--- src/verilog/alc_pkg.sv ---
// Purpose: Shared constants and types for the antenna link control block
// Assumes: 8-bit register port, 25 MHz clock
// Notes: Line timing is not fixed by the register map; the figures here are plain defaults
package alc_pkg;

   // ----------------------------------------------------------------------
   // Register map
   // ----------------------------------------------------------------------
   localparam logic [7:0] ADDR_CTRL = 8'h5f;
   localparam logic [7:0] ADDR_TXD_LO = 8'h60;
   localparam logic [7:0] ADDR_TXD_HI = 8'h61;
   localparam logic [7:0] ADDR_RXD_LO = 8'h62;
   localparam logic [7:0] ADDR_RXD_HI = 8'h63;
   localparam logic [7:0] RESET_BYTE = 8'h00;
   localparam logic [7:0] READ_UNMAPPED = 8'h00;

   // Control/status field positions
   localparam int BIT_PIN_COUNT = 0;
   localparam int BIT_POLARITY = 1;
   localparam int BIT_DIRECTION = 2;
   localparam int BIT_SEND_GO = 3;
   localparam int BIT_AUTO_RX = 4;
   localparam int BIT_RX_FAULT = 5;
   localparam int BIT_SPARE = 6;

   localparam int TX_WORD_W = 14;
   localparam int RX_CODE_W = 10;
   localparam int TX_HI_W = 6;
   localparam int RX_HI_W = 2;

   // ----------------------------------------------------------------------
   // Line timing
   // ----------------------------------------------------------------------
   localparam int CLK_PERIOD_NS = 40;
   localparam int LINK_BIT_NS = 1000;
   localparam int LINK_RX_WAIT_NS = 100000;
   localparam int CNT_W = 12;
   localparam logic [CNT_W-1:0] BIT_CYC =
      CNT_W'((LINK_BIT_NS + CLK_PERIOD_NS - 1) / CLK_PERIOD_NS);
   localparam logic [CNT_W-1:0] FIRST_SAMPLE_CYC = CNT_W'(BIT_CYC + BIT_CYC / 2);
   localparam logic [CNT_W-1:0] RX_WAIT_CYC = CNT_W'(LINK_RX_WAIT_NS / CLK_PERIOD_NS);
   localparam logic [CNT_W-1:0] CNT_ONE = 12'h001;
   localparam logic [CNT_W-1:0] CNT_ZERO = 12'h000;

   // Frame: start bit, 14 data bits LSB first, stop bit
   localparam int TX_FRAME_W = TX_WORD_W + 2;
   localparam logic [4:0] TX_LAST_IDX = 5'(TX_FRAME_W - 1);
   // Receive: 10 data bits then one stop bit
   localparam logic [4:0] RX_STOP_IDX = 5'(RX_CODE_W);
   localparam logic [4:0] IDX_ZERO = 5'h00;
   localparam logic [4:0] IDX_ONE = 5'h01;

   // ----------------------------------------------------------------------
   // Types
   // ----------------------------------------------------------------------
   typedef struct packed {
      logic wr;
      logic rd;
      logic [7:0] addr;
      logic [7:0] wdata;
   } alc_reg_req_type;

   typedef struct packed {
      logic spare;
      logic rx_fault_flag;
      logic auto_receive;
      logic send_go;
      logic direction_select;
      logic send_polarity_invert;
      logic pin_count_select;
   } alc_ctrl_type;

   typedef struct packed {
      logic line_o;
      logic line_oe;
   } alc_pin_out_type;

   typedef enum logic [1:0] {E_IDLE, E_TX, E_RX_WAIT, E_RX_BITS} alc_eng_phase_type;
   typedef enum logic [1:0] {P_IDLE, P_TX, P_RX} alc_phase_type;

endpackage

--- src/verilog/alc_top.sv ---
// Purpose: Control/status and data registers of the antenna control link, plus
//          the sequencing that starts, ends and reports link transactions
// Assumes: Register port already decoded to byte address, one access per strobe
// Notes: Outbound data leaves on the main pin; inbound comes from the main pin in
//        one-pin wiring or from the shared general pin in two-pin wiring
//
// Overview of operation
// - A fault seen while receiving from the antenna sets the receive fault flag in bit 5.
// - The receive fault flag is cleared when the next antenna transaction starts.
// - With auto-receive set, the block readies a receive once a transmit ends.
// - The host starts a transaction by writing 1 to send-go and the block clears it at the end.
// - Direction-select 0 picks a receive transaction and 1 picks a transmit transaction.
// - In auto-receive the block writes direction-select to 0 after the transmit ends.
// - Polarity bit 1 inverts the outbound line, 0 keeps normal polarity.
// - Pin-count 0 uses separate in and out pins, 1 uses one two-way pin.
// - The 14-bit outbound word sits in offset 60h bits 7:0 and 61h bits 5:0.
// - The 10-bit received code sits in offset 62h bits 7:0 and 63h bits 1:0.
`timescale 1ns/10ps
module alc_top
(
   input wire logic clock,
   input wire logic srst,
   input alc_pkg::alc_reg_req_type reg_req,
   output logic [7:0] reg_rdata,
   input wire logic link_pin_i,
   output logic link_pin_o,
   output logic link_pin_oe,
   input wire logic shared_general_pin_i,
   output logic link_busy
);
   import alc_pkg::*;

   // ----------------------------------------------------------------------
   // State
   // ----------------------------------------------------------------------
   typedef struct packed {
      alc_phase_type phase;
      alc_ctrl_type ctrl;
      logic [TX_WORD_W-1:0] tx_word;
      logic [RX_CODE_W-1:0] rx_code;
      logic [7:0] rdata;
      logic start_tx;
      logic start_rx;
      logic busy;
   } alc_state_type;

   alc_state_type st_q;
   alc_state_type st_d;

   alc_pin_out_type eng_pin;
   logic eng_done;
   logic eng_fault;
   logic [RX_CODE_W-1:0] eng_code;
   logic rx_line;

   // Two-pin wiring listens on the shared general pin; the host has made it an
   // input beforehand, so it is taken here as a plain input
   assign rx_line = st_q.ctrl.pin_count_select ? link_pin_i : shared_general_pin_i;

   // ----------------------------------------------------------------------
   // Line engine
   // ----------------------------------------------------------------------
   alc_link_engine u_engine
   (
      .clock(clock),
      .srst(srst),
      .start_tx(st_q.start_tx),
      .start_rx(st_q.start_rx),
      .word(st_q.tx_word),
      .invert(st_q.ctrl.send_polarity_invert),
      .one_pin(st_q.ctrl.pin_count_select),
      .rx_line(rx_line),
      .pin(eng_pin),
      .done(eng_done),
      .fault(eng_fault),
      .code(eng_code)
   );

   // ----------------------------------------------------------------------
   // Register writes and transaction sequencing
   // ----------------------------------------------------------------------
   always_comb
   begin
      st_d = st_q;
      st_d.start_tx = 1'b0;
      st_d.start_rx = 1'b0;

      // Host writes first, so that the block's own updates below win
      if (reg_req.wr)
      begin
         case (reg_req.addr)
            ADDR_CTRL:
            begin
               st_d.ctrl.pin_count_select = reg_req.wdata[BIT_PIN_COUNT];
               st_d.ctrl.send_polarity_invert = reg_req.wdata[BIT_POLARITY];
               st_d.ctrl.direction_select = reg_req.wdata[BIT_DIRECTION];
               st_d.ctrl.auto_receive = reg_req.wdata[BIT_AUTO_RX];
               st_d.ctrl.rx_fault_flag = reg_req.wdata[BIT_RX_FAULT];
               st_d.ctrl.spare = reg_req.wdata[BIT_SPARE];
               // Writing 0 to send-go does not abort a running transaction
               if (reg_req.wdata[BIT_SEND_GO])
                  st_d.ctrl.send_go = 1'b1;
            end
            ADDR_TXD_LO:
               st_d.tx_word[7:0] = reg_req.wdata;
            ADDR_TXD_HI:
               st_d.tx_word[TX_WORD_W-1:8] = reg_req.wdata[TX_HI_W-1:0];
            ADDR_RXD_LO:
               st_d.rx_code[7:0] = reg_req.wdata;
            ADDR_RXD_HI:
               st_d.rx_code[RX_CODE_W-1:8] = reg_req.wdata[RX_HI_W-1:0];
            default:
               st_d.rx_code = st_q.rx_code;
         endcase
      end

      case (st_q.phase)
         P_IDLE:
         begin
            if (st_q.ctrl.send_go)
            begin
               st_d.busy = 1'b1;
               st_d.ctrl.rx_fault_flag = 1'b0;
               if (st_q.ctrl.direction_select)
               begin
                  st_d.phase = P_TX;
                  st_d.start_tx = 1'b1;
               end
               else
               begin
                  st_d.phase = P_RX;
                  st_d.start_rx = 1'b1;
               end
            end
         end
         P_TX:
         begin
            if (eng_done)
            begin
               st_d.phase = P_IDLE;
               st_d.busy = 1'b0;
               st_d.ctrl.send_go = 1'b0;
               // Auto-receive readies the next transaction as a receive
               if (st_q.ctrl.auto_receive)
                  st_d.ctrl.direction_select = 1'b0;
            end
         end
         P_RX:
         begin
            if (eng_done)
            begin
               st_d.phase = P_IDLE;
               st_d.busy = 1'b0;
               st_d.ctrl.send_go = 1'b0;
               if (eng_fault)
                  st_d.ctrl.rx_fault_flag = 1'b1;
               else
                  st_d.rx_code = eng_code;
            end
         end
         default:
            st_d.phase = P_IDLE;
      endcase

      // ----------------------------------------------------------------------
      // Read data, registered
      // ----------------------------------------------------------------------
      if (reg_req.rd)
      begin
         case (reg_req.addr)
            ADDR_CTRL:
               st_d.rdata = {1'b0, st_q.ctrl};
            ADDR_TXD_LO:
               st_d.rdata = st_q.tx_word[7:0];
            ADDR_TXD_HI:
               st_d.rdata = {2'b00, st_q.tx_word[TX_WORD_W-1:8]};
            ADDR_RXD_LO:
               st_d.rdata = st_q.rx_code[7:0];
            ADDR_RXD_HI:
               st_d.rdata = {6'b000000, st_q.rx_code[RX_CODE_W-1:8]};
            default:
               st_d.rdata = READ_UNMAPPED;
         endcase
      end
   end

   always_ff @(posedge clock)
   begin
      if (srst)
      begin
         st_q <= '0;
         st_q.phase <= P_IDLE;
         st_q.rdata <= RESET_BYTE;
      end
      else
         st_q <= st_d;
   end

   // ----------------------------------------------------------------------
   // Outputs
   // ----------------------------------------------------------------------
   assign reg_rdata = st_q.rdata;
   assign link_pin_o = eng_pin.line_o;
   assign link_pin_oe = eng_pin.line_oe;
   assign link_busy = st_q.busy;

endmodule

--- src/verilog/alc_link_engine.sv ---
// Purpose: Bit engine that sends the outbound word and captures the program code
// Assumes: Line input synchronous to clock; one start/stop framed bit stream
// Notes: Only the outbound line is inverted by the polarity bit
`timescale 1ns/10ps
module alc_link_engine
(
   input wire logic clock,
   input wire logic srst,
   input wire logic start_tx,
   input wire logic start_rx,
   input wire logic [alc_pkg::TX_WORD_W-1:0] word,
   input wire logic invert,
   input wire logic one_pin,
   input wire logic rx_line,
   output alc_pkg::alc_pin_out_type pin,
   output logic done,
   output logic fault,
   output logic [alc_pkg::RX_CODE_W-1:0] code
);
   import alc_pkg::*;

   typedef struct packed {
      alc_eng_phase_type phase;
      logic [CNT_W-1:0] cnt;
      logic [4:0] idx;
      logic [TX_FRAME_W-1:0] shreg;
      alc_pin_out_type pin;
      logic done;
      logic fault;
      logic [RX_CODE_W-1:0] code;
   } alc_eng_state_type;

   alc_eng_state_type st_q;
   alc_eng_state_type st_d;

   always_comb
   begin
      st_d = st_q;
      st_d.done = 1'b0;
      case (st_q.phase)
         E_IDLE:
         begin
            st_d.pin.line_o = ~invert;
            st_d.pin.line_oe = ~one_pin;
            if (start_tx)
            begin
               st_d.phase = E_TX;
               st_d.shreg = {1'b1, word, 1'b0};
               st_d.idx = IDX_ZERO;
               st_d.cnt = BIT_CYC - CNT_ONE;
               st_d.pin.line_o = invert;
               st_d.pin.line_oe = 1'b1;
            end
            else if (start_rx)
            begin
               st_d.phase = E_RX_WAIT;
               st_d.cnt = RX_WAIT_CYC - CNT_ONE;
               st_d.fault = 1'b0;
            end
         end
         E_TX:
         begin
            if (st_q.cnt != CNT_ZERO)
               st_d.cnt = st_q.cnt - CNT_ONE;
            else if (st_q.idx == TX_LAST_IDX)
            begin
               st_d.phase = E_IDLE;
               st_d.done = 1'b1;
               st_d.fault = 1'b0;
               st_d.pin.line_o = ~invert;
               st_d.pin.line_oe = ~one_pin;
            end
            else
            begin
               st_d.cnt = BIT_CYC - CNT_ONE;
               st_d.idx = st_q.idx + IDX_ONE;
               st_d.shreg = {1'b0, st_q.shreg[TX_FRAME_W-1:1]};
               st_d.pin.line_o = st_q.shreg[1] ^ invert;
            end
         end
         E_RX_WAIT:
         begin
            if (!rx_line)
            begin
               st_d.phase = E_RX_BITS;
               st_d.cnt = FIRST_SAMPLE_CYC - CNT_ONE;
               st_d.idx = IDX_ZERO;
            end
            else if (st_q.cnt == CNT_ZERO)
            begin
               // No answer from the antenna counts as a receive fault
               st_d.phase = E_IDLE;
               st_d.done = 1'b1;
               st_d.fault = 1'b1;
            end
            else
               st_d.cnt = st_q.cnt - CNT_ONE;
         end
         E_RX_BITS:
         begin
            if (st_q.cnt != CNT_ZERO)
               st_d.cnt = st_q.cnt - CNT_ONE;
            else if (st_q.idx == RX_STOP_IDX)
            begin
               st_d.phase = E_IDLE;
               st_d.done = 1'b1;
               st_d.fault = ~rx_line;
            end
            else
            begin
               st_d.cnt = BIT_CYC - CNT_ONE;
               st_d.idx = st_q.idx + IDX_ONE;
               st_d.code = {rx_line, st_q.code[RX_CODE_W-1:1]};
            end
         end
         default:
            st_d.phase = E_IDLE;
      endcase
   end

   always_ff @(posedge clock)
   begin
      if (srst)
      begin
         st_q <= '0;
         st_q.phase <= E_IDLE;
         st_q.pin.line_o <= 1'b1;
         st_q.pin.line_oe <= 1'b1;
      end
      else
         st_q <= st_d;
   end

   assign pin = st_q.pin;
   assign done = st_q.done;
   assign fault = st_q.fault;
   assign code = st_q.code;

endmodule

--- config.mk ---
export PLATFORM = sky130hd
export DESIGN_NAME = alc_top
export DESIGN_NICKNAME = d
export VERILOG_FILES = /design/src/verilog/alc_pkg.sv /design/src/verilog/alc_top.sv /design/src/verilog/alc_link_engine.sv
export SDC_FILE = /design/constraint.sdc
export NUM_CORES = 1
export LEC_CHECK = 0
export BUFFER_PORTS_ARGS = -buffer_cell sky130_fd_sc_hd__buf_4
export CAP_MARGIN = 20
export CORE_MARGIN = 2
export CORE_UTILIZATION = 35
export DETAILED_ROUTE_END_ITERATION = 7
export GPL_TIMING_DRIVEN = 0
export PLACE_DENSITY = 0.51
export SKIP_LAST_GASP = 1
export SYNTH_ARGS = -nofsm -noshare
export SYNTH_HDL_FRONTEND = slang
export SYNTH_SLANG_ARGS = --single-unit
--- constraint.sdc ---
create_clock -name clock -period 5.78 [get_ports clock]
set_clock_uncertainty 0.15 [all_clocks]
set_input_delay 1.156 -clock clock [delete_from_list [all_inputs] [get_ports clock]]
set_output_delay 1.156 -clock clock [all_outputs]
set_load 0.1 [all_outputs]
==> flow_summary.toml <==
[detailed_routing]
drcViolationCount = 0
first_iter_violations = 433
finalWirelength_um = 13220
detailedRoute.firstPassIterationCount = 5
antenna_nets_post_route = 0
wl_per_cell_um = 17.63
routed-via-count = 4177
vias_per_instance = 5.569

[logic_synthesis]
synth_edf_count = 0
synth_async_sr_flop_share = 0
ys_warn_count = 0
syn_nets = 562
synth_top_cell_area_share = 0.4035
synth.top_cells.by_area = "dfxtp_1 (40%), mux2i_1 (7.0%), nor2_1 (5.2%), a21oi_1 (5.2%), nand2_1 (2.8%)"
synthesis.area_sq_mm = 0.004564
synth_fa_ha_area_frac = 0.02193
most_area_hungry_cell_type_in_the_yosys_netlist = "dfxtp_1"
synth-xor-area-share = 0.001919
synth_top_family_by_area = "simple AND/OR/NAND/NOR gates"
yosys.area_share.simple = 0.2248
netlist_instances = 532
synth_seq_area_share = 0.4035
ys_types = 58
ys_ff_latch = 92
syn_area_per_cell_sq_um = 8.580
compound_gate_portion_of_the_synthesized_area = 0.2166
synth.area.mux_share = 0.07264
synthFlopType = "dfxtp_1"

[sta]
layout_setup_ws_ns = 2.966
period_share = 0.4869
hold_slack_ns = 0.3158
report.final.slew_viol_count = 0
period_minus_slack_ns = 2.814
tns_ns = 0
report.final.setup_viol = 0
hold_viol_final = 0
max_freq_mhz = 355.3
worst-slew-pin-transition_ns = 0.7746
timing.slew.headroom = 0.4788
unrepaired_setup_endpoints_after_global_routing = "no"

[global_routing]
grt_pass1_vias = 3960
antenna_found_initial = 0
grt_pass1_wl_um = 21300
grt_overflow_total = 0
grt_start_max_net_pins = 17
global_route.usage.total = 0.1927

[power_and_ir_drop]
pwr_density_cell_mw_per_mm2 = 245.2
leakage_nw = 1.960
ir_worst_vdd_uv = 124.1

[worst_setup_path]
critical_path.startpoint = "link_pin_i"
timing.critical_path.cells = "buf_4, mux2_2, a21oi_1, nor2_1, a211oi_1, a211oi_1"
worst_path_most_repeated_cell = "a211oi_1"
critical_path_startpoint_category = "primary input"
wp_depth = 6
timing.reg2reg.worst_path_depth = 8
ff_to_ff_end = "u_engine.st_q[45]"
critical_path_cell_with_the_highest_stage_delay = "a21oi_1"
regToRegStartpoint = "u_engine.st_q[30]"
timing.critical_path.to = "u_engine.st_q[35]"
critical_path.endpoint_type = "flop"
cp_top_family = "compound AO/OA/AOI/OAI gates"
critPathRequiredTime_ns = 5.84
critical_path_class = "primary input to flop"
cpPeakStageDelay_ns = 0.64
worstPathMaxFanout = 8
crit_buf_inv = 1
timing.critical_path.arrival_ns = 2.87
reg2reg_setup_slack_ns = 3.13

[finish]
area_growth_pct = 16.17
antenna-diode-count = 0
drive_gt1_frac = 0.1349
most_common_cell_after_layout_fill_and_taps_aside = "dfxtp_1"
design.final.nets = 603
nFillCells = 1323
final_cell_area_sq_mm = 0.005303
layout.cells.most_common_list = "dfxtp_1 (92), nor2_1 (63), a21oi_1 (47), buf_4 (42), nand2_1 (34)"

[die]
chipHeight_um = 118.2
core_area_sq_mm = 0.01267
initial_utilization = 0.3602
i_o_pin_count = 33
die_area_sq_mm = 0.01397
rows = 41
floorplan_die_width_um = 118.2

[placement]
area_after_dpl_sq_mm = 0.005002
port_buffers = 29
detailedPlacementHpwl_um = 9657
place_congestion = 0.8634
place_worst_setup_slack_ns = 2.618

[cts]
hold_buffers = 0
htree_num_levels = 3
clk_pin_slew_ns = 0.07
tritoncts = "built"
clockRootBuffer = "clkbuf_16"
cts.sink_count = 92
cts_post_setup_buffers_inserted = 0
cts_inserted_buffers = 9
clock_latency_ns = 0.35
max-clock-path-buffers = 2
post_cts_resize_count = 0

[status]
outcome = "finished clean"

[worst_hold_path]
depth_of_the_worst_hold_timing_path = 2
hp_class = "flop to flop"

[run]
max_cap_viol_count = 0
-- logic make-up after synthesis --
kind of cell / count (synthesis)
AND/OR/NAND/NOR: 197
flip-flops: 92
buffers and inverters: 56
XOR/XNOR: 1
AO/OA/AOI/OAI: 145
adder cells (fa/ha/maj): 8
multiplexers: 33
-- how the worst min path moves through the flow --
stage	to	slack, ns	from
after floorplan	u_engine.st_q[29]	0.29	u_engine.st_q[29]
after global placement	st_q[41]	0.30	st_q[41]
after detailed placement	st_q[41]	0.30	st_q[41]
after CTS	st_q[41]	0.31	st_q[41]
after global routing	u_engine.st_q[24]	0.37	u_engine.st_q[24]
final	st_q[41]	0.32	st_q[41]
-- cell usage after synthesis, drive strengths merged (3+ instances only) --
cell type  count
clkbuf        23
a31oi          3
nor2b          6
nand3         25
nand4          7
a222oi         4
o31ai          9
o21ai         18
nor2          64
nor4           3
a221oi        14
nor3b          5
buf           20
nor3          26
a311oi         4
dfxtp         92
ha             8
nand2         34
a211o          3
inv           13
a211oi        12
o22ai          3
a2bb2oi        7
a22o           6
nand2b         7
a21oi         47
and3           7
mux2i         32
-- sequential cells by signal (all words and copies together), names as in the netlist --
signal	cells
st_q	35
u_engine.pin	2
link_busy	1
u_engine.fault	1
reg_rdata	8
u_engine.code	10
u_engine.st_q	34
u_engine.done	1
-- routing by layer --
metal  GRT usage  vias up  wire length (um)
li1            -     2039                 -
met2      0.2980      121              6096
met1      0.2687     2000              6221
met5           0        -                 0
met3     0.03716       17               706
met4     0.06401        0               196
-- metrics by stage --
stage / utilization / power (mW) / std cells
3_5_place_dp: 0.3948 / 0.7086 / 734
6_report: 0.4185 / 1.300 / 750
3_3_place_gp: 0.3944 / 0.7079 / 733
5_1_grt: 0.4185 / 1.340 / 750
4_1_cts: 0.4185 / 1.312 / 750
2_1_floorplan: - / 0.6798 / 532
-- worst reg2reg max path, stage by stage, from the launching register on --
cell and delay, ns:
dfxtp_1 0.34, ha_1 0.24, and3_1 0.20, ha_1 0.26, nand2_1 0.12, o22ai_1 0.15, o21ai_1 0.61, nand2_1 0.21
o32ai_1 0.29
-- report_power, final --
| group | switching, mW | internal, mW |
|---|---|---|
| Clock | 0.269 | 0.338 |
| Sequential | 0.00114 | 0.635 |
| Combinational | 0.0404 | 0.0176 |
-- layout make-up --
cell class,count,area (sq um),share of cell area
clock inverters,7,75.07,0.01416
well taps,172,215.2,0.04059
flip-flops and latches,92,1842,0.3473
inverters,13,48.80,0.009202
clock buffers,9,225.2,0.04247
repair buffers,30,222.7,0.04200
plain buffers,43,219.0,0.04129
multi-input cells,384,2455,0.4630
No activity file was read; power rests on OpenSTA's default activity.
